### src/maf_pkg.sv
// Package for the monitor alarm and warning flag bank: offsets, layouts, reset values
`default_nettype none
package maf_pkg;
    localparam int MAF_CHANNELS = 5;
    localparam int MAF_VALUE_W = 16;

    // Channel indices
    localparam int MAF_CH_TEMP = 0;
    localparam int MAF_CH_SUPPLY = 1;
    localparam int MAF_CH_A = 2;
    localparam int MAF_CH_B = 3;
    localparam int MAF_CH_C = 4;

    // Register byte offsets on the device map
    localparam logic [7:0] MAF_ADDR_CONV_UPDATE = 8'h6F;
    localparam logic [7:0] MAF_ADDR_ALARM_PRI = 8'h70;
    localparam logic [7:0] MAF_ADDR_ALARM_SEC = 8'h71;
    localparam logic [7:0] MAF_ADDR_WARN_PRI = 8'h74;
    localparam logic [7:0] MAF_ADDR_WARN_SEC = 8'h75;

    // Field positions
    localparam int MAF_UPD_TEMP_BIT = 7;
    localparam int MAF_UPD_SUPPLY_BIT = 6;
    localparam int MAF_UPD_A_BIT = 5;
    localparam int MAF_UPD_B_BIT = 4;
    localparam int MAF_UPD_C_BIT = 3;
    localparam int MAF_SUMMARY_BIT = 0;

    // Reset values
    localparam logic MAF_FLAG_RST = 1'b0;
    localparam logic [7:0] MAF_BYTE_RST = 8'h00;
    localparam logic [7:0] MAF_UNMAPPED_DATA = 8'h00;

    typedef struct packed {
        logic [MAF_VALUE_W-1:0] alarm_high;
        logic [MAF_VALUE_W-1:0] alarm_low;
        logic [MAF_VALUE_W-1:0] warn_high;
        logic [MAF_VALUE_W-1:0] warn_low;
    } maf_limits_t;

    typedef struct packed {
        logic [7:0] addr;
        logic wr;
        logic rd;
        logic [7:0] wdata;
    } maf_reg_req_t;
endpackage
`default_nettype wire

### src/maf_flags.sv
// Alarm, warning and conversion-update flag bank of the five-channel monitor
`default_nettype none
module maf_flags
    import maf_pkg::*;
(
    // Clock and reset
    input wire logic mclk,
    input wire logic resetn,
    // New measurements, one-cycle strobe per channel
    input wire logic [MAF_CHANNELS-1:0] meas_valid,
    input wire logic [MAF_CHANNELS-1:0][MAF_VALUE_W-1:0] meas_value,
    // Limits per channel
    input wire maf_pkg::maf_limits_t [MAF_CHANNELS-1:0] limits,
    // Interrupt mask byte
    input wire logic [7:0] int_mask,
    // Register access from the serial engine
    input wire maf_pkg::maf_reg_req_t reg_req,
    output logic [7:0] reg_rdata,
    // Summary indication
    output logic summary_interrupt_flag
);
    import maf_pkg::*;

    logic [MAF_CHANNELS-1:0] alarm_high_ff, alarm_low_ff, warn_high_ff, warn_low_ff;
    logic [MAF_CHANNELS-1:0] nxt_alarm_high, nxt_alarm_low, nxt_warn_high, nxt_warn_low;
    logic [MAF_CHANNELS-1:0] fresh_ff, nxt_fresh;
    logic [MAF_CHANNELS-1:0] fresh_clear;
    logic [7:0] update_byte, alarm_pri, alarm_sec, warn_pri, warn_sec;
    logic [7:0] masked_src;
    logic [7:0] rdata_ff, nxt_rdata;
    logic summary_ff, nxt_summary;
    logic upd_write;

    assign upd_write = reg_req.wr && (reg_req.addr == MAF_ADDR_CONV_UPDATE);

    // Update flag of each channel sits at a fixed bit; a written zero clears it
    assign fresh_clear[MAF_CH_TEMP] = upd_write && !reg_req.wdata[MAF_UPD_TEMP_BIT];
    assign fresh_clear[MAF_CH_SUPPLY] = upd_write && !reg_req.wdata[MAF_UPD_SUPPLY_BIT];
    assign fresh_clear[MAF_CH_A] = upd_write && !reg_req.wdata[MAF_UPD_A_BIT];
    assign fresh_clear[MAF_CH_B] = upd_write && !reg_req.wdata[MAF_UPD_B_BIT];
    assign fresh_clear[MAF_CH_C] = upd_write && !reg_req.wdata[MAF_UPD_C_BIT];

    genvar ch;
    generate
        for (ch = 0; ch < MAF_CHANNELS; ch++) begin : g_chan
            always_comb begin
                nxt_alarm_high[ch] = alarm_high_ff[ch];
                nxt_alarm_low[ch] = alarm_low_ff[ch];
                nxt_warn_high[ch] = warn_high_ff[ch];
                nxt_warn_low[ch] = warn_low_ff[ch];
                // Flags follow the latest result only, so a recovered channel clears
                if (meas_valid[ch]) begin
                    nxt_alarm_high[ch] = meas_value[ch] > limits[ch].alarm_high;
                    nxt_alarm_low[ch] = meas_value[ch] < limits[ch].alarm_low;
                    nxt_warn_high[ch] = meas_value[ch] > limits[ch].warn_high;
                    nxt_warn_low[ch] = meas_value[ch] < limits[ch].warn_low;
                end
                // A fresh result beats a clear in the same cycle so no update is lost
                if (meas_valid[ch]) begin
                    nxt_fresh[ch] = 1'b1;
                end else if (fresh_clear[ch]) begin
                    nxt_fresh[ch] = 1'b0;
                end else begin
                    nxt_fresh[ch] = fresh_ff[ch];
                end
            end

            always_ff @(posedge mclk or negedge resetn) begin
                if (!resetn) begin
                    alarm_high_ff[ch] <= MAF_FLAG_RST;
                    alarm_low_ff[ch] <= MAF_FLAG_RST;
                    warn_high_ff[ch] <= MAF_FLAG_RST;
                    warn_low_ff[ch] <= MAF_FLAG_RST;
                    fresh_ff[ch] <= MAF_FLAG_RST;
                end else begin
                    alarm_high_ff[ch] <= nxt_alarm_high[ch];
                    alarm_low_ff[ch] <= nxt_alarm_low[ch];
                    warn_high_ff[ch] <= nxt_warn_high[ch];
                    warn_low_ff[ch] <= nxt_warn_low[ch];
                    fresh_ff[ch] <= nxt_fresh[ch];
                end
            end
        end
    endgenerate

    // Conversion-update image; bits 2..0 have no channel and read as zero
    always_comb begin
        update_byte = MAF_BYTE_RST;
        update_byte[MAF_UPD_TEMP_BIT] = fresh_ff[MAF_CH_TEMP];
        update_byte[MAF_UPD_SUPPLY_BIT] = fresh_ff[MAF_CH_SUPPLY];
        update_byte[MAF_UPD_A_BIT] = fresh_ff[MAF_CH_A];
        update_byte[MAF_UPD_B_BIT] = fresh_ff[MAF_CH_B];
        update_byte[MAF_UPD_C_BIT] = fresh_ff[MAF_CH_C];
    end

    // First alarm image: high flag above low flag for temp, supply, A and B
    always_comb begin
        alarm_pri = MAF_BYTE_RST;
        alarm_pri[7] = alarm_high_ff[MAF_CH_TEMP];
        alarm_pri[6] = alarm_low_ff[MAF_CH_TEMP];
        alarm_pri[5] = alarm_high_ff[MAF_CH_SUPPLY];
        alarm_pri[4] = alarm_low_ff[MAF_CH_SUPPLY];
        alarm_pri[3] = alarm_high_ff[MAF_CH_A];
        alarm_pri[2] = alarm_low_ff[MAF_CH_A];
        alarm_pri[1] = alarm_high_ff[MAF_CH_B];
        alarm_pri[0] = alarm_low_ff[MAF_CH_B];
    end

    // Second alarm image; the summary rides in bit 0, one cycle behind the flags
    always_comb begin
        alarm_sec = MAF_BYTE_RST;
        alarm_sec[7] = alarm_high_ff[MAF_CH_C];
        alarm_sec[6] = alarm_low_ff[MAF_CH_C];
        alarm_sec[MAF_SUMMARY_BIT] = summary_ff;
    end

    // First warning image, same layout as the first alarm image
    always_comb begin
        warn_pri = MAF_BYTE_RST;
        warn_pri[7] = warn_high_ff[MAF_CH_TEMP];
        warn_pri[6] = warn_low_ff[MAF_CH_TEMP];
        warn_pri[5] = warn_high_ff[MAF_CH_SUPPLY];
        warn_pri[4] = warn_low_ff[MAF_CH_SUPPLY];
        warn_pri[3] = warn_high_ff[MAF_CH_A];
        warn_pri[2] = warn_low_ff[MAF_CH_A];
        warn_pri[1] = warn_high_ff[MAF_CH_B];
        warn_pri[0] = warn_low_ff[MAF_CH_B];
    end

    // Second warning image; only input C lives here
    always_comb begin
        warn_sec = MAF_BYTE_RST;
        warn_sec[7] = warn_high_ff[MAF_CH_C];
        warn_sec[6] = warn_low_ff[MAF_CH_C];
    end

    // Mask bit n gates bit position n of each alarm and warning byte; the summary and the update byte are left out
    assign masked_src = int_mask & (alarm_pri | warn_pri |
                                    {alarm_sec[7:1], 1'b0} | warn_sec);

    always_comb begin
        nxt_summary = |masked_src;
        nxt_rdata = rdata_ff;
        if (reg_req.rd) begin
            case (reg_req.addr)
                MAF_ADDR_CONV_UPDATE: nxt_rdata = update_byte;
                MAF_ADDR_ALARM_PRI: nxt_rdata = alarm_pri;
                MAF_ADDR_ALARM_SEC: nxt_rdata = alarm_sec;
                MAF_ADDR_WARN_PRI: nxt_rdata = warn_pri;
                MAF_ADDR_WARN_SEC: nxt_rdata = warn_sec;
                default: nxt_rdata = MAF_UNMAPPED_DATA;
            endcase
        end
    end

    always_ff @(posedge mclk or negedge resetn) begin
        if (!resetn) begin
            summary_ff <= MAF_FLAG_RST;
            rdata_ff <= MAF_BYTE_RST;
        end else begin
            summary_ff <= nxt_summary;
            rdata_ff <= nxt_rdata;
        end
    end

    assign reg_rdata = rdata_ff;
    assign summary_interrupt_flag = summary_ff;
endmodule
`default_nettype wire

### config.mk
export PLATFORM = sky130hd
export DESIGN_NAME = maf_flags
export DESIGN_NICKNAME = d
export VERILOG_FILES = /design/src/maf_pkg.sv /design/src/maf_flags.sv
export SDC_FILE = /design/constraint.sdc
export NUM_CORES = 1
export LEC_CHECK = 0
export BUFFER_PORTS_ARGS = -buffer_cell sky130_fd_sc_hd__buf_2
export CORE_AREA = 2 2 171 173
export CTS_CLUSTER_DIAMETER = 100
export CTS_CLUSTER_SIZE = 28
export DETAILED_ROUTE_END_ITERATION = 8
export DIE_AREA = 0 0 173 175
export MAX_ROUTING_LAYER = met4
export SYNTH_ARGS = -nofsm -noshare
export SYNTH_HDL_FRONTEND = slang
export SYNTH_SLANG_ARGS = --single-unit
export TNS_END_PERCENT = 50
### constraint.sdc
create_clock -name mclk -period 2.2 [get_ports mclk]
set_clock_uncertainty 0.2 [all_clocks]
set_input_delay 0 -clock mclk [delete_from_list [all_inputs] [get_ports mclk]]
set_output_delay 0 -clock mclk [all_outputs]
set_load 0.05 [all_outputs]
# Word-level counts from Yosys, hierarchy flattened
# Index checks and enable logic that the tools add are counted.
# W data, S select, Z words.
[totals]
output_inout_bits = 9
wordCells = 84
inputBits = 433
reg_bits = 34
[classes]
mux = 11
bitwise = 4
n_reduce_logical = 17
order_cmp = 20
eq_ne = 5
[op_table]
columns = ["operator", "n"]
rows = [
  ["$gt A16 B16 Y1", 10],
  ["$lt A16 B16 Y1", 10],
  ["$eq A8 B7 Y1 const B", 5],
  ["$pmux W8 S5", 1],
  ["$or A8 B8 Y8", 3],
  ["$mux W1", 10],
  ["$reduce_bool A2 Y1", 5],
  ["$and A8 B8 Y8", 1],
  ["$reduce_or A8 Y1", 1],
  ["$logic_and A1 B1 Y1", 6],
  ["$logic_not A1 Y1", 5],
]

# Depth between registers and ports, before layout
# Gate-level depths: netlist of run 1.
[depth]
ltp_word = 5
ltp_mapped = 7

# Worst setup path before layout of run 1
# Ideal clock, no wire load.
[synth_path]
path_kind = "input -> register"
startpoint = "input limits[317] (netlist name)"
endpoint = "register alarm_high_ff[4]"
cell_stages = 7
path_slack_ns = 0.586
setup_time_ns = 0.129
t_required_ns = 1.871
n_path_buf = 0
arrival_time_ns = 1.286
cell_sequence = "inv_1 > ha_1 > nand4_1 > nor3_1 > or4b_2 > a21oi_1 > a31oi_1"
[synth_between]
elab_chain_len = 1
[synth_lines]
columns = ["item", "line_no", "source"]
rows = [
  ["from (decl)", "maf_flags.sv:13", "input wire maf_pkg::maf_limits_t [MAF_CHANNELS-1:0] limits,"],
  ["$gt A16 B16 Y1", "maf_flags.sv:53", "nxt_alarm_high[ch] = meas_value[ch] > limits[ch].alarm_high;"],
  ["to (signal, indexed assignment)", "maf_flags.sv:76", "alarm_high_ff[ch] <= nxt_alarm_high[ch];"],
  ["to (decl)", "maf_flags.sv:24", "logic [MAF_CHANNELS-1:0] alarm_high_ff, alarm_low_ff, warn_high_ff, warn_low_ff;"],
]
# No other way between the ends.
# A chain may end at the register's enable or synchronous reset.

# Worst setup path in the final report of run 1
[layout_path]
startpoint = "input reg_req[13] (netlist name)"
endpoint = "register rdata_ff[0] (netlist: reg_rdata[0])"
[layout_between]
elab_chain_len = 2
elab_cells_between_ends = 6
classes_between = "eq/ne: 5; mux: 1"
[layout_lines]
columns = ["item", "line_no", "source"]
rows = [
  ["from (decl)", "maf_flags.sv:17", "input wire maf_pkg::maf_reg_req_t reg_req,"],
  ["$eq A8 B7 Y1", "maf_flags.sv:145", "case (reg_req.addr)"],
  ["$pmux W8 S5 (*)", "maf_flags.sv:145", ""],
  ["to (signal assigned)", "maf_flags.sv:162", "rdata_ff <= nxt_rdata;"],
  ["to (decl)", "maf_flags.sv:30", "logic [7:0] rdata_ff, nxt_rdata;"],
]
# Mark *: on every way between the ends. The rest lies on a longest branch, timed or not.

==> summary.txt, run 1 <==
Clock tree
  • Maximum number of buffers from clock root to sink: 2
  • Clock Tree Root: clkbuf_16
  • CTS sink cnt: 34
  • TritonCTS clock tree: built
  • Number of H-tree levels: 2
  • Number of buffers created by CTS: 5
  • Clock slew seen by the registers of the worst setup and hold paths: 0.06 ns
  • Setup fix buffers added after clock tree synthesis: 0
  • Latest clock arrival within the worst-skew pair: 0.27 ns

Routing
  • Number of remaining DRC errors: 0
  • TritonRoute pass-1 iters: 5
  • DR WL/cell: 15.8 um
  • Initial detailed-routing violation count: 360
  • Number of vias after detailed routing: 10.3k
  • DRT Wirelength: 33.3 mm
  • Number of nets with antenna violations after routing: 0
  • DR vias/cell: 4.86

Logic synthesis
  • Post-synthesis cell count: 1249
  • Total standard cell area after synthesis: 9250 um2
  • Fraction of post-synthesis cell area in the top cell type by area: 41.9%
  • Share of synthesized area occupied by flip-flops and latches: 9.20%
  • Mean instance size in the synthesized netlist: 7.41 um2
  • Distinct cell type count after synthesis: 43
  • Nets in the synthesized netlist: 1992
  • Syn. warnings: 0
  • Register bit total from synthesis: 34
  • Leading cell types by total area after synthesis: ha_1 (42%), inv_1 (14%), dfrtp_1 (9.2%)
  • Dominant cell type by area after synthesis: ha_1

Place
  • Port-buffer cells: 438
  • Placed Cells: 2069
  • Global placer's final weighted congestion: 0.916
  • Dpl hpwl: 30.3 mm

Die
  • Cell Rows: 62
  • Vertical die dimension: 175 um
  • Die footprint: 30300 um2
  • Effective utilization at floorplan: 32.6%
  • Horizontal die dimension: 173 um
  • Core Footprint: 28400 um2
  • Number of top-level pins: 442

Power and ir drop
  • Power Dens Cells: 266 nW/um2
  • Total design power: 0.00329 W
  • Maximum resistive drop on vdd: 226 uV
  • Leak Pwr: 7.32 nW
  • Relative contribution of the clock network to total power: 20.3%
  • Fraction of power spent switching nets: 40.0%
  • Fraction of power consumed by sequential logic: 22.2%
  • Switching power of the nets: 0.00132 W
  • Internal Dissipation: 0.00198 W
  • Part of the total power dissipated in combinational logic: 57.5%

Run status
  • Result of the run: finished clean

Layout
  • Growth of design area from synthesis to finish: 33.9%
  • Non-Filler Instances: 2111
  • Fraction of final layout cells sized beyond drive strength 1: 26.6%
  • Final #Nets: 2465

Setup path
  • Chain of cells forming the critical path: dlygate4sd3_1 -> buf_2 -> nor4b_4 -> nand3_1 -> o21ai_0 -> dlygate4sd3_1
  • Cell type of the slowest stage on the worst timing path: dlygate4sd3_1
  • Launch point of the worst path: reg_req[13]
  • Register-to-Register Setup Slack: 0.20 ns
  • Kind of launch point of the worst setup path: primary input
  • Crit path DAT: 2.01 ns
  • WS Path Type: in2reg
  • Crit-path most repeated cell: dlygate4sd3_1
  • Crit Reg-Reg Startpoint: warn_low_ff[2]
  • Endpoint class of the critical path: flip-flop
  • Largest fanout on the critical path: 8
  • Crit path largest cell delay: 0.56 ns
  • Critical path data required time: 2.21 ns

Worst hold path
  • Type of the most critical hold path: in2reg
  • Startpoint of the tightest hold check path: int_mask[1]

Timing
  • Setup_tns: 0 ns
  • Final critical-path required period: 2.00 ns
  • Worst max-slew margin expressed relative to the limit: 55.7%
  • Maximum clock frequency: 0.500 GHz
  • WHS: 0.000352 ns
  • RSZ-0062 raised after global routing: no
  • Total count of hold-check failures in the final report: 0
  • Slew of the pin with the lowest slew margin: 0.648 ns
  • Setup violation total in the final timing report: 0
  • Count of pins over their slew limit: 0
  • Post-route fraction of the period consumed by the critical path: 90.9%

Global route
  • Global Route Usage Sum: 22.1%
  • Largest net degree at the start of global routing: 19
  • Initial antenna violation count: 5
  • Vias in the first global route: 10.6k
  • First-pass GRT wire length: 52.4 mm
  • Remaining global-route overflow: 0

Run
  • Max-cap check violation count: 0
==> path summary, 6_finish.rpt <==
kind                                          endpoint  depth (start not counted)
worst max register to register  summary_interrupt_flag                          4
max in group asynchronous             alarm_high_ff[4]                          3
worst min register to register            reg_rdata[6]                          2
min in group asynchronous             alarm_high_ff[3]                          2
worst min-delay path            summary_interrupt_flag                          4
worst max-delay path                      reg_rdata[0]                          6
==> layout by cell type, fill, tap and decap left out, types with 2 or more instances in the layout <==
master,instances
a31oi_1,13
nand3b_1,2
or4_1,4
nand2_1,58
nand2b_1,6
nor3_1,21
dlygate4sd3_1,29
clkbuf_1,2
mux2i_1,3
o211ai_1,22
a21oi_1,110
nor2b_1,21
a221oi_1,11
a211oi_1,3
nand3_1,28
and3_1,15
nor2_1,58
o22ai_1,6
o32ai_1,10
a21o_1,6
o21ai_0,52
a22o_1,2
inv_1,335
nor4b_1,9
a2111oi_0,13
diode_2,5
buf_4,5
a22oi_1,3
or3_1,9
dfrtp_1,34
ha_1,310
o221a_2,3
clkbuf_16,5
buf_2,438
mux4_2,2
nand4_1,61
==> cell families after synthesis <==
kind of cell / after synthesis / synth area share, %
AO/OA/AOI/OAI: 259 / 17.0
adder cells (fa/ha/maj): 310 / 41.9
flip-flops: 34 / 9.20
multiplexers: 5 / 0.811
AND/OR/NAND/NOR: 298 / 17.1
buffers and inverters: 343 / 13.9
==> registers in the layout, indices dropped and copies added, names as in the netlist <==
| signal | flops |
|---|---|
| reg_rdata | 8 |
| alarm_low_ff | 5 |
| warn_low_ff | 5 |
| alarm_high_ff | 5 |
| fresh_ff | 5 |
| warn_high_ff | 5 |
| summary_interrupt_flag | 1 |
==> through the flow <==
| stage | cell area, um2 | util, % | setup slack, ns |
|---|---|---|---|
| floorplan | 9250 | - | 0.586 |
| global placement | 11900 | 42.0 | 0.139 |
| detailed placement | 11900 | 42.0 | 0.166 |
| CTS | 12400 | 43.6 | 0.0167 |
| global route | 12400 | 43.6 | 0.000802 |
| finish | 12400 | 43.6 | 0.199 |
==> routing by layer <==
| layer | track usage [%] | up-vias | wire length, um |
|---|---|---|---|
| met4 | 5.58 | 0 | 747 |
| li1 | - | 5316 | - |
| met5 | - | - | 0 |
| met2 | 39.2 | 306 | 16300 |
| met3 | 3.20 | 56 | 1500 |
| met1 | 26.1 | 4589 | 14800 |
==> critical path: cells and delay by family <==
kind,cells,cell delay [ns]
AOI/OAI and AO/OA,1,0.09
and+or+nand+nor,2,0.66
buffers and inverters,3,1.26
==> cell type report <==
type	count	area, um2
diodes	5	12.5
clock buffers	7	133
fillers	3006	16000
inverters	336	1260
multi-input cells	872	7120
flip-flops and latches	34	851
well taps	384	480
repair buffers	473	2530
==> Yosys cell counts (all sizes together) <==
master / instances
inv: 335
ha: 310
a21oi: 110
nand4: 61
nand2: 59
nor2: 58
o21ai: 52
dfrtp: 34
nand3: 28
nor3: 22
o211ai: 22
nor2b: 21
and3: 15
a2111oi: 13
a31oi: 13
a221oi: 11
nor4b: 10
o32ai: 10
or3: 9
a21o: 6
nand2b: 6
o22ai: 6
clkbuf: 5
or4: 4
a211oi: 3
a22oi: 3
mux2i: 3
nand3b: 3
o221a: 3
a22o: 2
buf: 2
mux4: 2
a211o: 1
a2bb2oi: 1
and3b: 1
clkinv: 1
o21a: 1
o31ai: 1
o41ai: 1
or4b: 1
==> power by group through the flow <==
stage / logic, W / registers (W) / clock network [W]
global route: 0.00218 / 0.000741 / 0.000726
detailed placement: 0.00186 / 0.000742 / 0
global placement: 0.00181 / 0.000741 / 0
CTS: 0.00191 / 0.000732 / 0.000690
floorplan: 0.00101 / 0.000728 / 0
finish: 0.00189 / 0.000732 / 0.000669
==> what timing repair did <==
item | CTS | global route
hold endpoints to repair | 62 | 0
gates resized for setup | 0 | 3
hold buffers | 30 | 0
setup endpoints to repair | 0 | 6
(Power assumes the default switching activity.)
==> run 2: changes to the inputs <==
--- a/config.mk
+++ b/config.mk
@@ -7,4 +7,5 @@
 export LEC_CHECK = 0
+export ABC_AREA = 1
 export BUFFER_PORTS_ARGS = -buffer_cell sky130_fd_sc_hd__buf_2
-export CORE_AREA = 2 2 171 173
+export CORE_AREA = 2 2 170 172
 export CTS_CLUSTER_DIAMETER = 100
@@ -12,3 +13,3 @@
 export DETAILED_ROUTE_END_ITERATION = 8
-export DIE_AREA = 0 0 173 175
+export DIE_AREA = 0 0 172 174
 export MAX_ROUTING_LAYER = met4
==> constraint.sdc (replaced) <==
create_clock -name mclk -period 2.2 [get_ports mclk]
set_clock_uncertainty 0.2 [all_clocks]
set_input_delay 0.44 -clock mclk [delete_from_list [all_inputs] [get_ports mclk]]
set_output_delay 0.44 -clock mclk [all_outputs]
set_load 0.05 [all_outputs]
==> summary.txt, run 2 <==
Timing
  • Worst max-slew margin expressed relative to the limit: 45.3% (-10 points)
  • Post-route fraction of the period consumed by the critical path: 75.7% (-15 points)
  • RSZ-0062 raised after global routing: no
  • Maximum clock frequency: 0.601 GHz (+20%)
  • Setup_tns: 0 ns (unchanged)
  • Setup violation total in the final timing report: 0 (unchanged)
  • Total count of hold-check failures in the final report: 0 (unchanged)
  • Slew of the pin with the lowest slew margin: 0.820 ns (+0.171 ns)
  • Final critical-path required period: 1.66 ns (-0.336 ns)
  • Count of pins over their slew limit: 0 (unchanged)

Layout
  • Commonest cells after routing, fill and taps aside: nand2_1 (471), buf_2 (438), inv_1 (403), ha_1 (310), nor2_1 (114)
  • Final #Nets: 2778 (+13%)
  • Fraction of final layout cells sized beyond drive strength 1: 22.6% (-4.0 points)
  • Finished Cell Area: 12700 um2 (+2.8%)
  • Max reg flops: 8 (unchanged)
  • Filler cell count in the final layout: 3126 (+4.0%)
  • Most common cell after layout, fill and taps aside: nand2_1
  • Growth of design area from synthesis to finish: 29.1%

Logic synthesis
  • Count of flip-flops with a built-in enable after synthesis: 0 (unchanged)
  • Share of synthesized area spent on multiplexers: 0% (-0.81 points)
  • Syn. warnings: 0 (unchanged)
  • Dominant register cell in the synthesized netlist: dfrtp_1
  • Post-synthesis cell count: 1585 (+27%)
  • Total standard cell area after synthesis: 9870 um2 (+6.7%)
  • Area fraction in compound gates after synthesis: 9.65% (-7.4 points)
  • Post-synthesis async set-or-reset flop share: 100% (unchanged)
  • Dominant combinational cell family by area after synthesis: adder cells
  • Mean instance size in the synthesized netlist: 6.23 um2 (-16%)
  • Fraction of synthesized cell area in xor and xnor cells: 0% (unchanged)
  • Adder-cell area share of the yosys netlist: 39.3% (-2.6 points)
  • Library cell with the highest instance count after synthesis: nand2_1
  • Register bit total from synthesis: 34 (unchanged)
  • Nets in the synthesized netlist: 2328 (+17%)
  • Dominant cell type by area after synthesis: ha_1
  • Fraction of post-synthesis cell area in the top cell type by area: 39.3% (-2.6 points)
  • Distinct cell type count after synthesis: 26 (-40%)
  • Share of synthesized area occupied by flip-flops and latches: 8.62% (-0.58 points)
  • Top post-synthesis cells by count: nand2_1 (471), inv_1 (403), ha_1 (310)
  • Leading cell types by total area after synthesis: ha_1 (39%), nand2_1 (18%), inv_1 (15%)
  • Synthesized-area fraction occupied by and/or/nand/nor cells: 26.9% (+9.8 points)

Clock tree
  • Number of buffers created by CTS: 5 (unchanged)
  • Maximum number of buffers from clock root to sink: 2 (unchanged)
  • Latest clock arrival within the worst-skew pair: 0.28 ns (about the same)
  • Clock Tree Root: clkbuf_16
  • Hold_buf cts: 0 (-100%)
  • Resized Gates After CTS: 0 (unchanged)
  • Setup fix buffers added after clock tree synthesis: 0 (unchanged)
  • Number of H-tree levels: 2 (unchanged)
  • Clock slew seen by the registers of the worst setup and hold paths: 0.05 ns (about the same)
  • CTS sink cnt: 34 (unchanged)
  • TritonCTS clock tree: built

Setup path
  • Crit Reg-Reg Startpoint: warn_low_ff[1]
  • Critical path data required time: 2.17 ns (-0.04 ns)
  • Crit path DAT: 1.63 ns (-0.38 ns)
  • WS Path Type: in2reg
  • Crit path largest cell delay: 0.30 ns (-0.26 ns)
  • Endpoint class of the critical path: flip-flop
  • Logic depth of the worst register-to-register path: 3 (-1)
  • Register-to-Register Setup Slack: 0.82 ns (+0.62 ns)
  • Chain of cells forming the critical path: buf_2 -> ha_1 -> nand2_1 -> nor2_1 -> nand4_1 -> nor2_1 -> nor2_1 -> nand2_1 -> nand2_1
  • Largest fanout on the critical path: 4 (-4)
  • Kind of launch point of the worst setup path: primary input
  • R2R Path End: summary_interrupt_flag
  • Cell type of the slowest stage on the worst timing path: ha_1

Global route
  • Vias in the first global route: 10.9k (+3.0%)
  • Largest net degree at the start of global routing: 35 (+16)
  • Initial antenna violation count: 4 (-1)
  • First-pass GRT wire length: 50.0 mm (-4.6%)
  • Remaining global-route overflow: 0 (unchanged)
  • Global Route Usage Sum: 21.3% (-0.72 points)

Routing
  • Number of vias after detailed routing: 10.9k (+5.8%)
  • DR vias/cell: 4.48 (-7.9%)
  • Initial detailed-routing violation count: 326 (-9.4%)
  • DR WL/cell: 13.1 um (-17%)
  • Number of nets with antenna violations after routing: 0 (unchanged)
  • Number of remaining DRC errors: 0 (unchanged)
  • DRT Wirelength: 31.7 mm (-4.9%)
  • TritonRoute pass-1 iters: 4 (-1)

Worst hold path
  • Type of the most critical hold path: in2async

Die
  • Core Footprint: 28200 um2 (-0.55%)
  • Effective utilization at floorplan: 35.0% (+2.4 points)
  • Vertical die dimension: 174 um (-0.57%)
  • Horizontal die dimension: 172 um (-0.58%)
  • Cell Rows: 62 (unchanged)
  • Die footprint: 29900 um2 (-1.1%)
  • Number of top-level pins: 442 (unchanged)

Power and ir drop
  • Leak Pwr: 8.67 nW (+18%)
  • Power Dens Cells: 268 nW/um2 (+0.87%)
  • Maximum resistive drop on vdd: 256 uV (+13%)

Place
  • Port-buffer cells: 438 (unchanged)
  • Post-detailed-placement cell area: 12600 um2 (+5.5%)
  • Dpl hpwl: 29.2 mm (-3.4%)
  • Global placer's final weighted congestion: 0.913 (-0.35%)

Run
  • Max-cap check violation count: 0 (unchanged)

Run status
  • Result of the run: finished clean
-- run 2: critical path, delay by kind of cell --
kind / cells / cell delay, ns
AND/OR/NAND/NOR: 7 / 0.75
adder cells (fa/ha/maj): 1 / 0.30
buffers and inverters: 1 / 0.14
-- run 2: cells by family (layout without fill, tap and decap cells) --
family / Yosys count / after routing
simple gates: 658 / 658
flops: 34 / 34
buf+inv: 409 / 860
other cells: 0 / 4
fa+ha+maj: 310 / 310
compound gates: 174 / 174
-- run 2: worst max path at each step --
stage | start | end | slack, ns | cells after the start
after global placement | meas_value[7] | warn_high_ff[0] | 0.28 | 9
after CTS | meas_value[7] | warn_high_ff[0] | 0.54 | 9
after detailed placement | meas_value[7] | warn_high_ff[0] | 0.25 | 9
final | meas_value[7] | warn_high_ff[0] | 0.54 | 9
after global routing | meas_value[7] | alarm_high_ff[0] | 0.46 | 9
after floorplan | limits[47] | alarm_low_ff[0] | 0.67 | 7
-- run 2: layout make-up --
type | instances | area, um2 | share of cell area (%)
tap | 384 | 480 | 3.77
clock inverter | 1 | 5.00 | 0.0393
inverter | 408 | 1530 | 12.0
timing repair buffer | 444 | 2240 | 17.6
sequential | 34 | 851 | 6.68
antenna | 4 | 10.0 | 0.0786
clock buffer | 7 | 143 | 1.12
multi-input combinational | 1142 | 7480 | 58.7
-- run 2: where the power goes --
part | switching (W) | total, W | internal (W)
combinational | 0.00110 | 0.00198 | 0.000881
sequential | 0.0000495 | 0.000731 | 0.000681
clock | 0.000260 | 0.000709 | 0.000449
-- run 2: per-stage QoR --
step           worst slack [ns]  utilization [%]  hold WS, ns  std cells  power [W]
6_report                  0.536             45.1       0.0631       2424    0.00342
4_1_cts                   0.544             45.1        0.101       2420    0.00346
3_3_place_gp              0.279             44.6        0.260       2412    0.00268
3_5_place_dp              0.253             44.6        0.264       2412    0.00274
2_1_floorplan             0.668                -      -0.0556       1585    0.00188
5_1_grt                   0.464             45.1        0.119       2424    0.00383
-- run 2: layer usage --
metal	vias to the layer above	global-route usage [%]	wire (um)
met5	-	-	0
met4	0	4.97	597
met3	39	2.44	1910
met2	327	39.9	15700
met1	4638	24.0	13400
li1	5858	-	-
==> run 3: changes to the inputs <==
PLACE_DENSITY = 0.65   (was unset)
clock period = 1.4 ns   (was 2.2 ns; I/O delays follow)
==> summary.txt, run 3 (synthesis results as in run 2) <==
Run status
  • Result of the run: finished with violations
  • Failing checks: negative setup slack

Routing
  • Number of vias after detailed routing: 11.3k (+4.1%)
  • DR WL/cell: 13.7 um (+4.6%)
  • DRT Wirelength: 33.8 mm (+6.5%)
  • Number of nets with antenna violations after routing: 0 (unchanged)
  • DR vias/cell: 4.58 (+2.3%)
  • Number of remaining DRC errors: 0 (unchanged)
  • TritonRoute pass-1 iters: 4 (unchanged)
  • Initial detailed-routing violation count: 309 (-5.2%)

Die
  • Vertical die dimension: 174 um (unchanged)
  • Core Footprint: 28200 um2 (unchanged)
  • Die footprint: 29900 um2 (unchanged)
  • Effective utilization at floorplan: 35.0% (unchanged)
  • Cell Rows: 62 (unchanged)
  • Horizontal die dimension: 172 um (unchanged)
  • Number of top-level pins: 442 (unchanged)

Setup path
  • Largest fanout on the critical path: 4 (unchanged)
  • Chain of cells forming the critical path: buf_2 -> ha_1 -> nand2_2 -> nor2_4 -> nand4_1 -> nor2_1 -> nor2_1 -> nand2_1 -> nand2_1
  • Crit Reg-Reg Startpoint: warn_high_ff[1]
  • Kind of launch point of the worst setup path: primary input
  • Cell type of the slowest stage on the worst timing path: ha_1
  • Logic depth of the worst register-to-register path: 3 (unchanged)
  • Endpoint class of the critical path: flip-flop
  • Register-to-Register Setup Slack: 0.03 ns (-0.79 ns)
  • Crit path largest cell delay: 0.31 ns (about the same)
  • R2R Path End: summary_interrupt_flag
  • WS Path Type: in2reg
  • Critical path data required time: 1.36 ns (-0.81 ns)
  • Crit path DAT: 1.36 ns (-0.27 ns)

Timing
  • Setup violation total in the final timing report: 1 (+1)
  • Count of pins over their slew limit: 0 (unchanged)
  • Final critical-path required period: 1.41 ns
  • RSZ-0062 raised after global routing: yes
  • Maximum clock frequency: 0.711 GHz
  • Post-route fraction of the period consumed by the critical path: 100%
  • Slew of the pin with the lowest slew margin: 0.319 ns (-0.501 ns)
  • Total count of hold-check failures in the final report: 0 (unchanged)
  • Worst max-slew margin expressed relative to the limit: 78.6% (+33 points)
  • Worst Setup Slack, final: -0.00561 ns (-0.541 ns)

Clock tree
  • Number of H-tree levels: 2 (unchanged)
  • Maximum number of buffers from clock root to sink: 2 (unchanged)
  • Latest clock arrival within the worst-skew pair: 0.27 ns (about the same)
  • CTS sink cnt: 34 (unchanged)
  • Number of buffers created by CTS: 5 (unchanged)
  • Clock slew seen by the registers of the worst setup and hold paths: 0.06 ns (about the same)
  • Clock Tree Root: clkbuf_16
  • TritonCTS clock tree: built

Layout
  • Finished Cell Area: 13700 um2 (+7.7%)
  • Commonest cells after routing, fill and taps aside: nand2_1 (454), buf_2 (426), inv_1 (403), ha_1 (283), nor2_1 (95)
  • Max reg flops: 8 (unchanged)
  • Filler cell count in the final layout: 2987 (-4.4%)
  • Most common cell after layout, fill and taps aside: nand2_1
  • Non-Filler Instances: 2467 (+1.8%)
  • Final #Nets: 2819 (+1.5%)
  • Fraction of final layout cells sized beyond drive strength 1: 28.9% (+6.3 points)
  • Growth of design area from synthesis to finish: 39.1%

Global route
  • Vias in the first global route: 11.2k (+2.2%)
  • Initial antenna violation count: 8 (+4)
  • Remaining global-route overflow: 0 (unchanged)
  • Global Route Usage Sum: 22.2% (+0.86 points)
  • First-pass GRT wire length: 51.9 mm (+3.8%)
  • Largest net degree at the start of global routing: 35 (unchanged)

Place
  • Placed Cells: 2452 (+1.7%)
  • Dpl hpwl: 30.2 mm (+3.4%)
  • Post-detailed-placement cell area: 12900 um2 (+2.5%)
  • Port-buffer cells: 438 (unchanged)
  • Global placer's final weighted congestion: 0.965 (+5.7%)

Power and ir drop
  • Maximum resistive drop on vdd: 396 uV (+55%)
  • Power Dens Cells: 424 nW/um2 (+58%)
  • Leak Pwr: 8.91 nW (+2.8%)

Worst hold path
  • Type of the most critical hold path: in2reg
  • Startpoint of the tightest hold check path: int_mask[6]
  • Worst hold path cell count: 2
  • Endpoint with the worst hold slack: summary_interrupt_flag

Run
  • Max-cap check violation count: 0 (unchanged)
## run 3: cell count changes in the layout (fill, tap and decap cells not counted), sizes merged
| cell | previous run | this run |
|---|---|---|
| buf | 444 | 479 |
| dlygate4sd3 | 0 | 1 |
| clkbuf | 7 | 11 |
| clkinv | 6 | 5 |
| diode | 4 | 8 |
## run 3: worst max path at each step
stage	start	to	slack (ns)	depth (start not counted)
after CTS	meas_value[7]	alarm_high_ff[0]	-0.07	9
final	meas_value[6]	alarm_high_ff[0]	-0.006	9
after floorplan	limits[47]	alarm_low_ff[0]	0.03	7
after global placement	meas_value[7]	alarm_high_ff[0]	-0.39	9
after global routing	limits[213]	warn_high_ff[3]	-0.09	10
after detailed placement	meas_value[7]	alarm_high_ff[0]	-0.41	9
## run 3: layer usage
layer  vias to the layer above  routed length [um]  track usage [%]
met5                         -                   0                -
met4                         0                 937             6.55
met3                        50                1850             2.23
met2                       345               16600             39.9
met1                      4971               14400             25.9
li1                       5940                   -                -
## run 3: power breakdown
part           switching, W  internal (W)  leakage, nW
combinational       0.00196       0.00164         8.43
sequential        0.0000673       0.00107        0.405
clock              0.000398      0.000688       0.0689
total               0.00242       0.00340         8.91
## run 3: per-stage QoR
step | hold slack, ns | util, % | setup WS, ns | setup TNS [ns] | total power [W]
3_5_place_dp | 0.0588 | 45.7 | -0.406 | -7.54 | 0.00447
6_report | 0.0160 | 48.6 | -0.00561 | -0.00561 | 0.00582
3_3_place_gp | 0.0581 | 45.7 | -0.393 | -7.12 | 0.00437
4_1_cts | 0.00893 | 46.5 | -0.0721 | -0.0721 | 0.00564
2_1_floorplan | -0.216 | - | 0.0275 | 0 | 0.00296
5_1_grt | 0.0158 | 48.6 | -0.0893 | -0.759 | 0.00647
## run 3: what timing repair did
action / 4_1_cts / 5_1_grt
resized for setup: 19 / 108
setup buffers: 0 / 0
endpoints found under the hold margin: 34 / 0
endpoints found under the setup margin: 11 / 30
pin swaps: 2 / 35
hold buffers: 1 / 0
## run 3: final cells by class
| cell class | count | area [um2] | share of cell area, % |
|---|---|---|---|
| inverters | 408 | 1530 | 11.2 |
| multi-input cells | 1142 | 8110 | 59.1 |
| well taps | 384 | 480 | 3.50 |
| diodes | 8 | 20.0 | 0.146 |
| flip-flops and latches | 34 | 851 | 6.20 |
| repair buffers | 485 | 2600 | 18.9 |
| clock buffers | 6 | 139 | 1.01 |
## run 3: worst max-delay path, delay by kind of cell
kind / cells / cell delay, ns
and+or+nand+nor: 7 / 0.63
adders and majority gates: 1 / 0.31
buffers and inverters: 1 / 0.14
